`src/cilt_regs.vh`:
```
// constants for the instruction length and timing decoder
`ifndef CILT_REGS_VH
`define CILT_REGS_VH
// core clocks per nominal machine cycle
`define CILT_MC_CLKS 4
// value of the program counter after reset
`define CILT_PC_RESET 16'h0000
// instruction byte lengths
`define CILT_B1 2'h1
`define CILT_B2 2'h2
`define CILT_B3 2'h3
// machine cycle counts
`define CILT_C1 2'h1
`define CILT_C2 2'h2
// operand forms
`define CILT_F_NONE 4'h0
`define CILT_F_DIR 4'h1
`define CILT_F_BIT 4'h2
`define CILT_F_REL 4'h3
`define CILT_F_BITREL 4'h4
`define CILT_F_DIRREL 4'h5
`define CILT_F_IMMREL 4'h6
`define CILT_F_SHORT 4'h7
`define CILT_F_LONG 4'h8
`define CILT_F_DIRDIR 4'h9
`define CILT_F_IMM 4'hA
`define CILT_F_IMM16 4'hB
`define CILT_F_DIRIMM 4'hC
`define CILT_F_IND 4'hD
// direct space split and bit area
`define CILT_SFR_BASE 8'h80
`define CILT_BIT_RAM_BASE 8'h20
// fsm states
`define CILT_S_IDLE 2'h0
`define CILT_S_OPND 2'h1
`define CILT_S_EXEC 2'h2
`endif
```
`src/cilt_decoder.v`:
```
// instruction length, timing and operand decoder for the transfer groups
`timescale 1ns/1ns
`include "cilt_regs.vh"
module cilt_decoder #(
  parameter MC_CLKS = `CILT_MC_CLKS
) (
  input wire clk,
  input wire rst,
  input wire code_valid,
  input wire [7:0] code_byte,
  input wire stall,
  input wire pc_load,
  input wire [15:0] pc_load_val,
  input wire [7:0] acc,
  input wire [15:0] data_pointer,
  input wire [7:0] r0_val,
  input wire [7:0] r1_val,
  input wire [7:0] opnd_val,
  input wire bit_val,
  input wire carry,
  output reg code_ready_q,
  output reg done_q,
  output reg [15:0] pc_q,
  output reg [7:0] op_q,
  output reg [1:0] len_q,
  output reg [1:0] cycles_q,
  output reg [3:0] form_q,
  output reg unsup_q,
  output reg [7:0] dir_addr_q,
  output reg dir_is_sfr_q,
  output reg [7:0] bit_byte_q,
  output reg [2:0] bit_idx_q,
  output reg bit_ok_q,
  output reg [7:0] ind_addr_q,
  output reg [2:0] reg_idx_q,
  output reg [15:0] target_q,
  output reg taken_q,
  output reg [15:0] code_addr_q,
  output reg clear_bit_q,
  output reg [7:0] acc_res_q,
  output reg [7:0] mem_res_q,
  output reg carry_res_q
);
  // table entry: {unsupported, form, length, cycles}
  function [8:0] optab;
    input [7:0] op;
    begin
      casez (op)
        8'h00: optab = {1'b0, `CILT_F_NONE, `CILT_B1, `CILT_C1};
        8'b11101???: optab = {1'b0, `CILT_F_NONE, `CILT_B1, `CILT_C1};
        8'hE5: optab = {1'b0, `CILT_F_DIR, `CILT_B2, `CILT_C1};
        8'b1110011?: optab = {1'b0, `CILT_F_IND, `CILT_B1, `CILT_C1};
        8'h74: optab = {1'b0, `CILT_F_IMM, `CILT_B2, `CILT_C1};
        8'b11111???: optab = {1'b0, `CILT_F_NONE, `CILT_B1, `CILT_C1};
        8'b10101???: optab = {1'b0, `CILT_F_DIR, `CILT_B2, `CILT_C2};
        8'b01111???: optab = {1'b0, `CILT_F_IMM, `CILT_B2, `CILT_C1};
        8'hF5: optab = {1'b0, `CILT_F_DIR, `CILT_B2, `CILT_C1};
        8'b10001???: optab = {1'b0, `CILT_F_DIR, `CILT_B2, `CILT_C2};
        8'h85: optab = {1'b0, `CILT_F_DIRDIR, `CILT_B3, `CILT_C2};
        8'b1000011?: optab = {1'b0, `CILT_F_DIR, `CILT_B2, `CILT_C2};
        8'h75: optab = {1'b0, `CILT_F_DIRIMM, `CILT_B3, `CILT_C2};
        8'b1111011?: optab = {1'b0, `CILT_F_IND, `CILT_B1, `CILT_C1};
        8'b1010011?: optab = {1'b0, `CILT_F_DIR, `CILT_B2, `CILT_C2};
        8'b0111011?: optab = {1'b0, `CILT_F_IMM, `CILT_B2, `CILT_C1};
        8'h90: optab = {1'b0, `CILT_F_IMM16, `CILT_B3, `CILT_C2};
        8'h93, 8'h83: optab = {1'b0, `CILT_F_NONE, `CILT_B1, `CILT_C2};
        8'hE0, 8'hF0: optab = {1'b0, `CILT_F_NONE, `CILT_B1, `CILT_C2};
        // register-addressed external forms are flagged, not run
        8'b1110001?, 8'b1111001?: optab = {1'b1, `CILT_F_NONE, `CILT_B1, `CILT_C2};
        8'b11001???: optab = {1'b0, `CILT_F_NONE, `CILT_B1, `CILT_C1};
        8'hC0, 8'hD0: optab = {1'b0, `CILT_F_DIR, `CILT_B2, `CILT_C2};
        8'hC5: optab = {1'b0, `CILT_F_DIR, `CILT_B2, `CILT_C1};
        8'b1100011?, 8'b1101011?: optab = {1'b0, `CILT_F_IND, `CILT_B1, `CILT_C1};
        8'hC3, 8'hD3, 8'hB3: optab = {1'b0, `CILT_F_NONE, `CILT_B1, `CILT_C1};
        8'hC2, 8'hD2, 8'hB2: optab = {1'b0, `CILT_F_BIT, `CILT_B2, `CILT_C1};
        8'h82, 8'hB0, 8'h72, 8'hA0: optab = {1'b0, `CILT_F_BIT, `CILT_B2, `CILT_C2};
        8'hA2: optab = {1'b0, `CILT_F_BIT, `CILT_B2, `CILT_C1};
        8'h92: optab = {1'b0, `CILT_F_BIT, `CILT_B2, `CILT_C2};
        8'h40, 8'h50: optab = {1'b0, `CILT_F_REL, `CILT_B2, `CILT_C2};
        8'h20, 8'h30, 8'h10: optab = {1'b0, `CILT_F_BITREL, `CILT_B3, `CILT_C2};
        8'b???10001: optab = {1'b0, `CILT_F_SHORT, `CILT_B2, `CILT_C2};
        8'h12: optab = {1'b0, `CILT_F_LONG, `CILT_B3, `CILT_C2};
        8'h22, 8'h32: optab = {1'b0, `CILT_F_NONE, `CILT_B1, `CILT_C2};
        8'b???00001: optab = {1'b0, `CILT_F_SHORT, `CILT_B2, `CILT_C2};
        8'h02: optab = {1'b0, `CILT_F_LONG, `CILT_B3, `CILT_C2};
        8'h80, 8'h60, 8'h70: optab = {1'b0, `CILT_F_REL, `CILT_B2, `CILT_C2};
        8'h73: optab = {1'b0, `CILT_F_NONE, `CILT_B1, `CILT_C2};
        8'hB5: optab = {1'b0, `CILT_F_DIRREL, `CILT_B3, `CILT_C2};
        8'hB4, 8'b1011011?, 8'b10111???:
          optab = {1'b0, `CILT_F_IMMREL, `CILT_B3, `CILT_C2};
        8'b11011???: optab = {1'b0, `CILT_F_REL, `CILT_B2, `CILT_C2};
        8'hD5: optab = {1'b0, `CILT_F_DIRREL, `CILT_B3, `CILT_C2};
        // arithmetic and logic groups are decoded elsewhere
        default: optab = {1'b1, `CILT_F_NONE, `CILT_B1, `CILT_C1};
      endcase
    end
  endfunction

  reg [1:0] state_q; // sequencer state
  reg [1:0] state_d;
  reg [7:0] b1_q; // first operand byte
  reg [7:0] b2_q; // second operand byte
  reg [1:0] got_q; // bytes taken so far for this instruction
  reg [1:0] ticks_q; // machine cycles elapsed, saturating
  wire [8:0] ent_new; // table entry of an arriving opcode
  wire [8:0] ent; // table entry of the held opcode
  wire take; // byte accepted this clock
  wire mc_tick; // end of a machine cycle
  wire restart; // restart cycle timer on a new opcode
  wire finish; // all bytes in and all cycles spent
  wire [7:0] bit_src; // byte holding the bit operand
  wire map_sfr;
  wire [7:0] map_bbyte;
  wire [2:0] map_bidx;
  wire map_bok;

  assign take = code_valid & code_ready_q;
  assign ent_new = optab(code_byte);
  assign ent = optab(op_q);
  assign restart = take & (state_q == `CILT_S_IDLE);
  assign finish = (state_q == `CILT_S_EXEC) & (ticks_q >= ent[1:0]);
  assign bit_src = b1_q;

  // machine cycle timer; stall stretches a cycle
  cilt_mcycle #(
    .CLKS(MC_CLKS)
  ) u_mcycle (
    .clk(clk),
    .rst(rst),
    .restart(restart),
    .stretch(stall),
    .tick_q(mc_tick)
  );

  // operand spaces for the held operand bytes
  cilt_opnd_map u_map (
    .dir_opnd(b1_q),
    .bit_opnd(bit_src),
    .dir_is_sfr(map_sfr),
    .bit_byte(map_bbyte),
    .bit_idx(map_bidx),
    .bit_ok(map_bok)
  );

  // next state: gather operand bytes, then wait out the cycles
  always @*
  begin
    state_d = state_q;
    case (state_q)
      `CILT_S_IDLE:
        if (take)
          state_d = (ent_new[3:2] == `CILT_B1) ? `CILT_S_EXEC : `CILT_S_OPND;
      `CILT_S_OPND:
        if (take && (got_q + 2'h1 == ent[3:2]))
          state_d = `CILT_S_EXEC;
      `CILT_S_EXEC:
        if (finish)
          state_d = `CILT_S_IDLE;
      default:
        state_d = `CILT_S_IDLE;
    endcase
  end

  // fetch side: opcode and operand bytes, program counter
  always @(posedge clk or posedge rst)
  begin
    if (rst)
    begin
      state_q <= `CILT_S_IDLE;
      code_ready_q <= 1'b0;
      pc_q <= `CILT_PC_RESET;
      op_q <= 8'h00;
      b1_q <= 8'h00;
      b2_q <= 8'h00;
      got_q <= 2'h0;
      ticks_q <= 2'h0;
    end
    else
    begin
      state_q <= state_d;
      // no bytes taken while an instruction finishes its cycles
      code_ready_q <= (state_d != `CILT_S_EXEC);
      if (pc_load)
        pc_q <= pc_load_val; // core redirects after a taken branch
      else if (take)
        pc_q <= pc_q + 16'h0001;
      if (restart)
      begin
        op_q <= code_byte;
        got_q <= 2'h1;
        ticks_q <= 2'h0;
      end
      else
      begin
        if (take)
        begin
          // operand bytes land in order of arrival
          if (got_q == 2'h1)
            b1_q <= code_byte;
          else
            b2_q <= code_byte;
          got_q <= got_q + 2'h1;
        end
        // saturate: a slow operand fetch only stretches the instruction
        if (mc_tick && ticks_q != 2'h3)
          ticks_q <= ticks_q + 2'h1;
      end
    end
  end

  reg [15:0] tgt_d; // branch or call destination
  reg tk_d; // branch taken
  reg clr_d; // clear tested bit
  reg [7:0] acc_d; // accumulator result
  reg [7:0] mem_d; // operand result to write back
  reg cy_d; // carry result
  reg [7:0] dec_d; // decremented operand
  reg [7:0] cmp_a; // compare left side
  reg [7:0] rel_b; // relative offset byte

  // results and targets of the held instruction
  always @*
  begin
    dec_d = opnd_val - 8'h01;
    // relative byte sits after a bit or direct or immediate operand
    rel_b = (ent[7:4] == `CILT_F_REL) ? b1_q : b2_q;
    tgt_d = pc_q + {{8{rel_b[7]}}, rel_b};
    tk_d = 1'b0;
    clr_d = 1'b0;
    acc_d = acc;
    mem_d = opnd_val;
    cy_d = carry;
    cmp_a = (op_q[3:0] == 4'h4 || op_q == 8'hB5) ? acc : opnd_val;
    case (ent[7:4])
      `CILT_F_SHORT: tgt_d = {pc_q[15:11], op_q[7:5], b1_q};
      `CILT_F_LONG: tgt_d = {b1_q, b2_q};
      default: tgt_d = tgt_d;
    endcase
    casez (op_q)
      8'hC3: cy_d = 1'b0;
      8'hD3: cy_d = 1'b1;
      8'hB3: cy_d = ~carry;
      8'hC2: mem_d = 8'h00;
      8'hD2: mem_d = 8'h01;
      8'hB2: mem_d = {7'h00, ~bit_val};
      8'h82: cy_d = carry & bit_val;
      8'hB0: cy_d = carry & ~bit_val;
      8'h72: cy_d = carry | bit_val;
      8'hA0: cy_d = carry | ~bit_val;
      8'hA2: cy_d = bit_val;
      8'h92: mem_d = {7'h00, carry};
      8'h40: tk_d = carry;
      8'h50: tk_d = ~carry;
      8'h20: tk_d = bit_val;
      8'h30: tk_d = ~bit_val;
      8'h10:
      begin
        tk_d = bit_val;
        clr_d = bit_val; // bit cleared only when the jump goes
      end
      8'h60: tk_d = (acc == 8'h00);
      8'h70: tk_d = (acc != 8'h00);
      8'hB5, 8'hB4, 8'b1011011?, 8'b10111???:
      begin
        // carry reports the unsigned less-than of the compare
        tk_d = (cmp_a != ((op_q == 8'hB5) ? opnd_val : b1_q));
        cy_d = (cmp_a < ((op_q == 8'hB5) ? opnd_val : b1_q));
      end
      8'b11011???, 8'hD5:
      begin
        mem_d = dec_d;
        tk_d = (dec_d != 8'h00);
      end
      8'b1101011?:
      begin
        acc_d = {acc[7:4], opnd_val[3:0]};
        mem_d = {opnd_val[7:4], acc[3:0]};
      end
      8'b11001???, 8'hC5, 8'b1100011?:
      begin
        acc_d = opnd_val;
        mem_d = acc;
      end
      8'hE5, 8'b11101???, 8'b1110011?: acc_d = opnd_val;
      8'h74: acc_d = b1_q;
      8'h73:
      begin
        tk_d = 1'b1;
        tgt_d = data_pointer + {8'h00, acc};
      end
      8'b???10001, 8'h12, 8'b???00001, 8'h02, 8'h80: tk_d = 1'b1;
      default: tk_d = 1'b0;
    endcase
  end

  // publish decode and results once per instruction
  always @(posedge clk or posedge rst)
  begin
    if (rst)
    begin
      done_q <= 1'b0;
      len_q <= 2'h0;
      cycles_q <= 2'h0;
      form_q <= `CILT_F_NONE;
      unsup_q <= 1'b0;
      dir_addr_q <= 8'h00;
      dir_is_sfr_q <= 1'b0;
      bit_byte_q <= 8'h00;
      bit_idx_q <= 3'h0;
      bit_ok_q <= 1'b0;
      ind_addr_q <= 8'h00;
      reg_idx_q <= 3'h0;
      target_q <= 16'h0000;
      taken_q <= 1'b0;
      code_addr_q <= 16'h0000;
      clear_bit_q <= 1'b0;
      acc_res_q <= 8'h00;
      mem_res_q <= 8'h00;
      carry_res_q <= 1'b0;
    end
    else
    begin
      done_q <= finish;
      if (finish)
      begin
        len_q <= ent[3:2];
        cycles_q <= ent[1:0];
        form_q <= ent[7:4];
        unsup_q <= ent[8];
        dir_addr_q <= b1_q;
        dir_is_sfr_q <= map_sfr;
        bit_byte_q <= map_bbyte;
        bit_idx_q <= map_bidx;
        bit_ok_q <= map_bok;
        // full eight-bit reach through register zero or one
        ind_addr_q <= op_q[0] ? r1_val : r0_val;
        reg_idx_q <= op_q[2:0];
        target_q <= tgt_d;
        taken_q <= tk_d;
        // table read at accumulator plus pointer or next address
        code_addr_q <= ((op_q == 8'h83) ? pc_q : data_pointer) + {8'h00, acc};
        clear_bit_q <= clr_d;
        acc_res_q <= acc_d;
        mem_res_q <= mem_d;
        carry_res_q <= cy_d;
      end
    end
  end
endmodule // cilt_decoder

```
`src/cilt_mcycle.v`:
```
// machine cycle timer with stretch on stall
`timescale 1ns/1ns
`include "cilt_regs.vh"
module cilt_mcycle #(
  parameter CLKS = `CILT_MC_CLKS
) (
  input wire clk,
  input wire rst,
  input wire restart,
  input wire stretch,
  output reg tick_q
);
  localparam [31:0] LAST_W = CLKS - 1; // full-width last count
  localparam [3:0] LAST = LAST_W[3:0]; // cut to the counter width on purpose
  reg [3:0] cnt_q; // core clocks into the current machine cycle

  // count core clocks; a stall freezes the count so the cycle grows
  always @(posedge clk or posedge rst)
  begin
    if (rst)
    begin
      cnt_q <= 4'h0;
      tick_q <= 1'b0;
    end
    else if (restart)
    begin
      cnt_q <= 4'h0;
      tick_q <= 1'b0;
    end
    else if (stretch)
    begin
      tick_q <= 1'b0; // hold: cycle stretched
    end
    else if (cnt_q == LAST)
    begin
      cnt_q <= 4'h0;
      tick_q <= 1'b1; // end of a nominal four-clock cycle
    end
    else
    begin
      cnt_q <= cnt_q + 4'h1;
      tick_q <= 1'b0;
    end
  end
endmodule // cilt_mcycle

```
`src/cilt_opnd_map.v`:
```
// operand space mapping for direct and bit operands
`timescale 1ns/1ns
`include "cilt_regs.vh"
module cilt_opnd_map (
  input wire [7:0] dir_opnd,
  input wire [7:0] bit_opnd,
  output wire dir_is_sfr,
  output wire [7:0] bit_byte,
  output wire [2:0] bit_idx,
  output wire bit_ok
);
  // special registers that hold addressable bits
  function sfr_bit_ok;
    input [7:0] base;
    begin
      case (base)
        8'h88, 8'h90, 8'h98, 8'hA8, 8'hB0, 8'hB8,
        8'hC0, 8'hC8, 8'hD0, 8'hD8, 8'hE0, 8'hF0: sfr_bit_ok = 1'b1;
        default: sfr_bit_ok = 1'b0;
      endcase
    end
  endfunction

  // low half is data memory, upper half special registers
  assign dir_is_sfr = (dir_opnd >= `CILT_SFR_BASE);
  // low bit numbers land in the sixteen-byte bit area
  assign bit_byte = bit_opnd[7] ? {bit_opnd[7:3], 3'h0}
                                : (`CILT_BIT_RAM_BASE + {4'h0, bit_opnd[6:3]});
  assign bit_idx = bit_opnd[2:0];
  assign bit_ok = ~bit_opnd[7] | sfr_bit_ok({bit_opnd[7:3], 3'h0});
endmodule // cilt_opnd_map

```
`config.mk`:
```
export PLATFORM = sky130hd
export DESIGN_NAME = cilt_decoder
export DESIGN_NICKNAME = d
export VERILOG_FILES = /design/src/cilt_decoder.v /design/src/cilt_mcycle.v /design/src/cilt_opnd_map.v
export VERILOG_INCLUDE_DIRS = /design/src /design/src/src
export SDC_FILE = /design/constraint.sdc
export NUM_CORES = 1
export LEC_CHECK = 0
export BUFFER_PORTS_ARGS = -buffer_cell sky130_fd_sc_hd__buf_2
export CAP_MARGIN = 15
export CORE_MARGIN = 2
export CORE_UTILIZATION = 56
export CTS_CLUSTER_SIZE = 10
export DETAILED_ROUTE_END_ITERATION = 7
export PLACE_DENSITY = 0.82
export SLEW_MARGIN = 40
export SYNTH_ARGS = -nofsm -noshare
export SYNTH_HDL_FRONTEND = slang
export SYNTH_SLANG_ARGS = --single-unit
```
`constraint.sdc`:
```
create_clock -name clk -period 5.75 [get_ports clk]
set_input_delay 0.2875 -clock clk [delete_from_list [all_inputs] [get_ports clk]]
set_output_delay 0.2875 -clock clk [all_outputs]
set_load 0.005 [all_outputs]
```
After elaboration in Yosys (flattened, before gate mapping)
Cells that the tools add are included.
{"block": "word_totals", "input_bits": 79, "word_cells": 286, "register_bits": 145}
{"block": "op_classes", "n_reduce_logical": 51, "add_sub_neg": 9, "bitwise_logic": 13, "eq_ne": 148, "n_mux": 33, "order_cmp": 3}
{"operator": "8-bit equality test (second input constant)", "count": 52}
{"operator": "9-bit case mux with 18 select lines", "count": 1}
{"operator": "5-bit equality test (second input constant)", "count": 28}
{"operator": "8-bit by 7-bit equality test with 1-bit output (second input constant)", "count": 16}
{"operator": "7-bit equality test (second input constant)", "count": 18}
{"operator": "4-bit case mux with 18 select lines", "count": 1}
{"operator": "8-bit by 6-bit equality test with 1-bit output (second input constant)", "count": 8}
{"operator": "16-bit 2-to-1 mux", "count": 4}
{"operator": "8-bit case mux with 7 select lines", "count": 1}
{"operator": "8-bit 2-to-1 mux", "count": 5}
{"operator": "6-bit OR reduction", "count": 6}
{"operator": "16-bit by 8-bit adder with 16-bit output", "count": 2}
{"operator": "8-bit by 5-bit equality test with 1-bit output (second input constant)", "count": 4}
{"operator": "16-bit case mux with 2 select lines", "count": 1}
{"operator": "7-bit OR reduction", "count": 4}
{"operator": "3-bit OR reduction", "count": 9}
{"operator": "8-bit logical NOT", "count": 3}
{"operator": "8-bit case mux with 3 select lines", "count": 1}
{"operator": "2-bit OR reduction", "count": 10}
{"operator": "4-bit OR reduction", "count": 5}
{"operator": "1-bit case mux with 9 select lines", "count": 2}
{"operator": "16-bit by 1-bit adder with 16-bit output (second input constant)", "count": 1}
{"operator": "16-bit adder", "count": 1}
{"operator": "8-bit by 2-bit equality test with 1-bit output (second input constant)", "count": 2}
{"operator": "34 further kinds", "count": 72}

Longest topological paths before layout
{"block": "depth", "ltp_word": 8, "ltp_mapped": 18, "ltp_nobuf": 16}

By module
From an unflattened synthesis, not the netlist that was laid out.
{"block": "hier_totals", "cells_unflattened": 1199, "hier_area_um2": 10226.1}
{"mod": "cilt_decoder", "seq_area_each_um2": 3503.4, "area_each_um2": 9874.5, "n_inst": 1, "cells_per_inst": 1163}
{"mod": "cilt_mcycle", "seq_area_each_um2": 125.1, "area_each_um2": 236.5, "n_inst": 1, "cells_per_inst": 22}
{"mod": "cilt_opnd_map", "seq_area_each_um2": 0.0, "area_each_um2": 115.1, "n_inst": 1, "cells_per_inst": 14}

Least setup slack after synthesis
No wires, ideal clock.
{"block": "synth_timing", "path_type": "reg2reg", "start": "register op_q[2]", "end": "register code_addr_q[14]", "setup_ps": 83, "n_path_buf": 3, "synth_period_minus_slack_ps": 3764, "path_stages_with_launch": 17, "setup_slack_ps": 1986, "required_time_ps": 5667, "t_arrival_ps": 3681, "path_cell_list": "dfrtp_1 and4bb_1 buf_2 nand2_2 buf_2 buf_2 mux2_2 ha_1 fa_1 a21o_1 a21oi_1 nor2b_1 o311ai_1 nand2b_1 nor2_1 xor2_1 o21ai_0"}
{"block": "synth_via", "elab_chain_len": 5, "word_cells_on_any_way": 74}
{"item": "start: declaration", "line_no": "cilt_decoder.v:24", "source": "output reg [7:0] op_q,"}
{"item": "start signal: assignment", "line_no": "cilt_decoder.v:189", "source": "op_q <= code_byte;"}
{"item": "8-bit equality test (tied with other cells)", "line_no": "cilt_decoder.v:48, cilt_decoder.v:341"}
{"item": "7-bit OR reduction (no source line) (tied with other cells)"}
{"item": "9-bit case mux with 18 select lines", "line_no": "cilt_decoder.v:48", "source": "casez (op)"}
{"item": "2-bit greater-or-equal comparator", "line_no": "cilt_decoder.v:121", "source": "assign finish = (state_q == `CILT_S_EXEC) & (ticks_q >= ent[1:0]);"}
{"item": "1-bit AND", "line_no": "cilt_decoder.v:121"}
{"item": "end signal: assignment", "line_no": "cilt_decoder.v:341", "source": "code_addr_q <= ((op_q == 8'h83) ? pc_q : data_pointer) + {8'h00, acc};"}
{"item": "end: declaration", "line_no": "cilt_decoder.v:38", "source": "output reg [15:0] code_addr_q,"}
Parallel ways exist; a longest one is shown, timed or not.
A chain may end at the register's enable or synchronous reset.

Final worst setup path
{"block": "layout_timing", "start": "register op_q[6]", "end": "register target_q[12]"}
{"block": "layout_via", "elab_chain_len": 8, "word_cells_on_any_way": 84}
{"item": "8-bit equality test (tied with other cells)", "line_no": "cilt_decoder.v:48"}
{"item": "7-bit OR reduction (no source line) (tied with other cells)"}
{"item": "9-bit case mux with 18 select lines", "line_no": "cilt_decoder.v:48"}
{"item": "4-bit by 2-bit equality test with 1-bit output (no source line)"}
{"item": "8-bit 2-to-1 mux", "line_no": "cilt_decoder.v:226", "source": "rel_b = (ent[7:4] == `CILT_F_REL) ? b1_q : b2_q;"}
{"item": "16-bit adder", "line_no": "cilt_decoder.v:227", "source": "tgt_d = pc_q + {{8{rel_b[7]}}, rel_b};"}
{"item": "16-bit case mux with 2 select lines", "line_no": "cilt_decoder.v:234", "source": "case (ent[7:4])"}
{"item": "16-bit 2-to-1 mux", "line_no": "cilt_decoder.v:239", "source": "casez (op_q)"}
{"item": "end signal: assignment", "line_no": "cilt_decoder.v:338", "source": "target_q <= tgt_d;"}
{"item": "end: declaration", "line_no": "cilt_decoder.v:36", "source": "output reg [15:0] target_q,"}
Parallel ways exist; a longest one is shown, timed or not.

==> key figures <==
Place
  – Dpl cell area: 0.0107 mm²
  – Worst setup slack after placement: about 1300 ps
  – Post-DP HPWL: approximately 21000 µm
  – PortBufs: slightly below 200
  – Gpl congestion: 0.940
  – DP Cell Count: approximately 1500

Timing
  – Final slew viol count: 0
  – Setup Viol. Count Final: 0
  – Setup TNS: 0 ps
  – Final hold viol count: 0
  – Clock Skew: 7.02 ps
  – RSZ-0062 raised after global routing: false
  – Max-slew headroom: 0.393
  – Worst slew pin tran: 910 ps
  – Period utilisation layout: 0.824
  – Fin crit period: 4740 ps
  – F_max: between 200 and 250 MHz
  – Setup ws final: 1010 ps

Global routing
  – Pin count of the biggest net entering global routing: slightly below 100
  – First-pass GRT wire length: roughly 45000 µm
  – Total grt overflow: 0
  – GR Util All Layers: 0.317
  – Initial antenna violation count: 1
  – Vias in the first global route: between 8000 and 9000

Finish
  – Antenna Cells: 0
  – Most common cell after layout, fill and taps aside: buf_2
  – Final instance area: approximately 0.011 mm²
  – Nets: between 1000 and 1500
  – Fill cell count: around 1400
  – Most frequent cells in the layout: buf_2, nand2_1, dfrtp_1
  – Final std cells w/o fill: 1496
  – Layout area overhead: 17.2%
  – Share of layout cells above drive strength 1: 0.243

Detailed routing
  – Residual DRC: 0
  – Via count: roughly 9300
  – Vias per inst: 6.22
  – Final WL: roughly 29000 µm
  – Number of DRC markers after the initial detailed-route iteration: 1031
  – Router iterations before antenna repair: 6
  – Antenna viol nets, final: 0
  – Routed wire length per instance: 19.5 µm

Floorplan
  – Die area: around 0.018 mm²
  – Core ar.: around 0.017 mm²
  – IO Count: 197
  – Die Y: 135 µm
  – Initial Utilization: 0.567
  – Row count: 48
  – Die width: around 140 µm

Logic synthesis
  – Post-synthesis cell area: around 0.0097 mm²
  – Yosys reg bits: between 100 and 150
  – EDFF count, synth: 0
  – Ys async rst share: 1.00
  – Seq/Total Area, Yosys: 0.365
  – Yosys warns: 0
  – Syn_area_per_cell: 8.81 µm²
  – Top FF cell, synth: dfrtp_1
  – Unique cell type count in the Yosys netlist: 76
  – Mapped Nets: approximately 1200
  – Mapped Cells: between 1000 and 1500

Setup path
  – Reg2reg setup slack: slightly above 1000 ps
  – CP Capture Type: flip-flop
  – Critical Path, Cell by Cell: nor2b_1 -> nand2_1 -> o21ai_2 -> mux2_2 -> ha_1 -> fa_1 -> a21o_1 -> a21o_1 -> a211oi_1 -> o21ai_0 -> a21oi_1 -> nand2_1 -> a31o_2 -> a21oi_1
  – WP data required: 6110 ps
  – Worst Path Arrival: approximately 5100 ps
  – Max incr delay on CP: 930 ps
  – Worst setup SP type: flip-flop
  – CP max stage cell: dfrtp_1
  – CP Max Fanout: 22
  – Crit path kind: flip-flop to flip-flop

Power and ir drop
  – Pleak: between 5 and 6 nW
  – Power Total: ~6.5 mW
  – PwrDens: 578 mW/mm²
  – Peak supply drop: 399 µV

Flow run
  – MaxCap Viol Count: 0

Clock network
  – Clock sink total: 141
  – CTS max path bufs: 2
  – CTS tree: done
  – Clock-pin slew on the worst setup and hold paths: around 60 ps
  – Setup Buffers After CTS: 0
  – Total CTS buffers: 17
  – Clk_lat worst skew: 430 ps
  – Clock root cell: clkbuf_16
  – H-tree levels: 4

Worst hold path
  – Hold crit path type: primary input to flip-flop

Run status
  – Status: complete, no violations
-- final cells by class --
type	instances	area, µm²	area share
Tap cell	225	282	0.0249
Sequential cell	141	3530	0.312
Inverter	23	91.3	0.00806
Clock buffer	17	425	0.0376
Multi-Input combinational cell	868	5750	0.508
Timing Repair Buffer	208	1080	0.0952
Clock inverter	14	171	0.0151
-- flip-flops by register name, summed over array words and instances, names as in the netlist, 3 cells and up --
signal          cells
code_addr_q        16
pc_q               16
target_q           16
acc_res_q           8
b1_q                8
b2_q                8
dir_addr_q          8
ind_addr_q          8
mem_res_q           8
op_q                8
bit_byte_q          7
form_q              4
u_mcycle.cnt_q      4
reg_idx_q           3
-- cells by family (layout without fill, tap and decap cells) --
family                     Yosys count  after routing  share of synthesized area
and+or+nand+nor                    379            379                      0.191
xor gates and xnor gates            62             62                     0.0562
buffers and inverters               88            262                     0.0409
DFF                                141            141                      0.365
AOI/OAI and AO/OA                  306            306                      0.201
muxes                               70             70                     0.0777
adders and majority gates           51             51                     0.0683
-- repair_timing --
| action | CTS | global route |
|---|---|---|
| hold buffers | 1 | 0 |
| setup endpoints to repair | 0 | 0 |
| resized for setup | 0 | 0 |
| endpoints found under the hold margin | 54 | 0 |
-- cell usage after synthesis (3+ instances only) --
| master | n | area share |
|---|---|---|
| a211oi_1 | 7 | 0.0054 |
| a21o_1 | 18 | 0.014 |
| a21oi_1 | 62 | 0.032 |
| a221oi_1 | 18 | 0.016 |
| a22o_1 | 4 | 0.0036 |
| a22oi_1 | 9 | 0.0070 |
| a31o_2 | 3 | 0.0027 |
| a31oi_1 | 14 | 0.0091 |
| and2_1 | 5 | 0.0032 |
| and3_1 | 9 | 0.0058 |
| buf_1 | 4 | 0.0016 |
| buf_2 | 10 | 0.0052 |
| buf_4 | 10 | 0.0078 |
| clkbuf_1 | 39 | 0.015 |
| dfrtp_1 | 141 | 0.37 |
| fa_1 | 3 | 0.0062 |
| ha_1 | 48 | 0.062 |
| inv_1 | 22 | 0.0085 |
| mux2_2 | 40 | 0.047 |
| mux2i_1 | 30 | 0.031 |
| nand2_1 | 151 | 0.059 |
| nand2b_1 | 12 | 0.0078 |
| nand3_1 | 30 | 0.016 |
| nand3b_1 | 5 | 0.0039 |
| nand4_1 | 8 | 0.0052 |
| nor2_1 | 85 | 0.033 |
| nor2b_1 | 13 | 0.0084 |
| nor3_1 | 26 | 0.013 |
| nor3_2 | 3 | 0.0031 |
| nor4_1 | 6 | 0.0039 |
| o211ai_1 | 4 | 0.0031 |
| o21a_1 | 12 | 0.0093 |
| o21ai_0 | 99 | 0.051 |
| o21ai_1 | 8 | 0.0041 |
| o21bai_1 | 4 | 0.0031 |
| o221ai_1 | 5 | 0.0045 |
| o22a_1 | 3 | 0.0027 |
| o22ai_1 | 9 | 0.0058 |
| o31ai_1 | 5 | 0.0039 |
| or3_1 | 5 | 0.0032 |
| xnor2_1 | 31 | 0.028 |
| xor2_1 | 31 | 0.028 |
-- worst max-delay path: cells and delay by family (launching register included) --
kind,cells,cell delay [ps]
AOI/OAI and AO/OA,8,2170
adders and majority gates,2,630
DFF,1,930
muxes,1,410
and+or+nand+nor,3,510
-- metal layers --
layer  share of wire  up-vias  global-route usage
met5         0.00045        -                   0
met4           0.032        2               0.132
met3           0.088       69              0.0591
met2            0.45      483               0.473
met1            0.43     4453               0.454
li1                -     4291                   -
-- where the power goes --
| part | internal, mW | total (mW) | switching (mW) |
|---|---|---|---|
| logic | 1.42 | 3.40 | 1.97 |
| registers | 1.44 | 2.02 | 0.582 |
| clock network | 0.679 | 1.13 | 0.447 |
-- worst paths after layout --
check / startpoint / cells past startpoint / to
max: op_q[6] / 14 / target_q[12]
min reg2reg: dir_addr_q[6] / 2 / dir_addr_q[6]
max reg2reg: op_q[6] / 14 / target_q[12]
min in group asynchronous: rst / 3 / state_q[1]
min: pc_load_val[11] / 3 / pc_q[11]
max in group asynchronous: rst / 4 / form_q[2]
-- through the flow --
step	util	hold slack, ps
finish	0.664	59.8
detailed placement	0.628	434
CTS	0.663	53.4
floorplan	-	358
global route	0.664	61.4
global placement	0.627	427
Note: power is estimated with default switching activity, not from simulation.
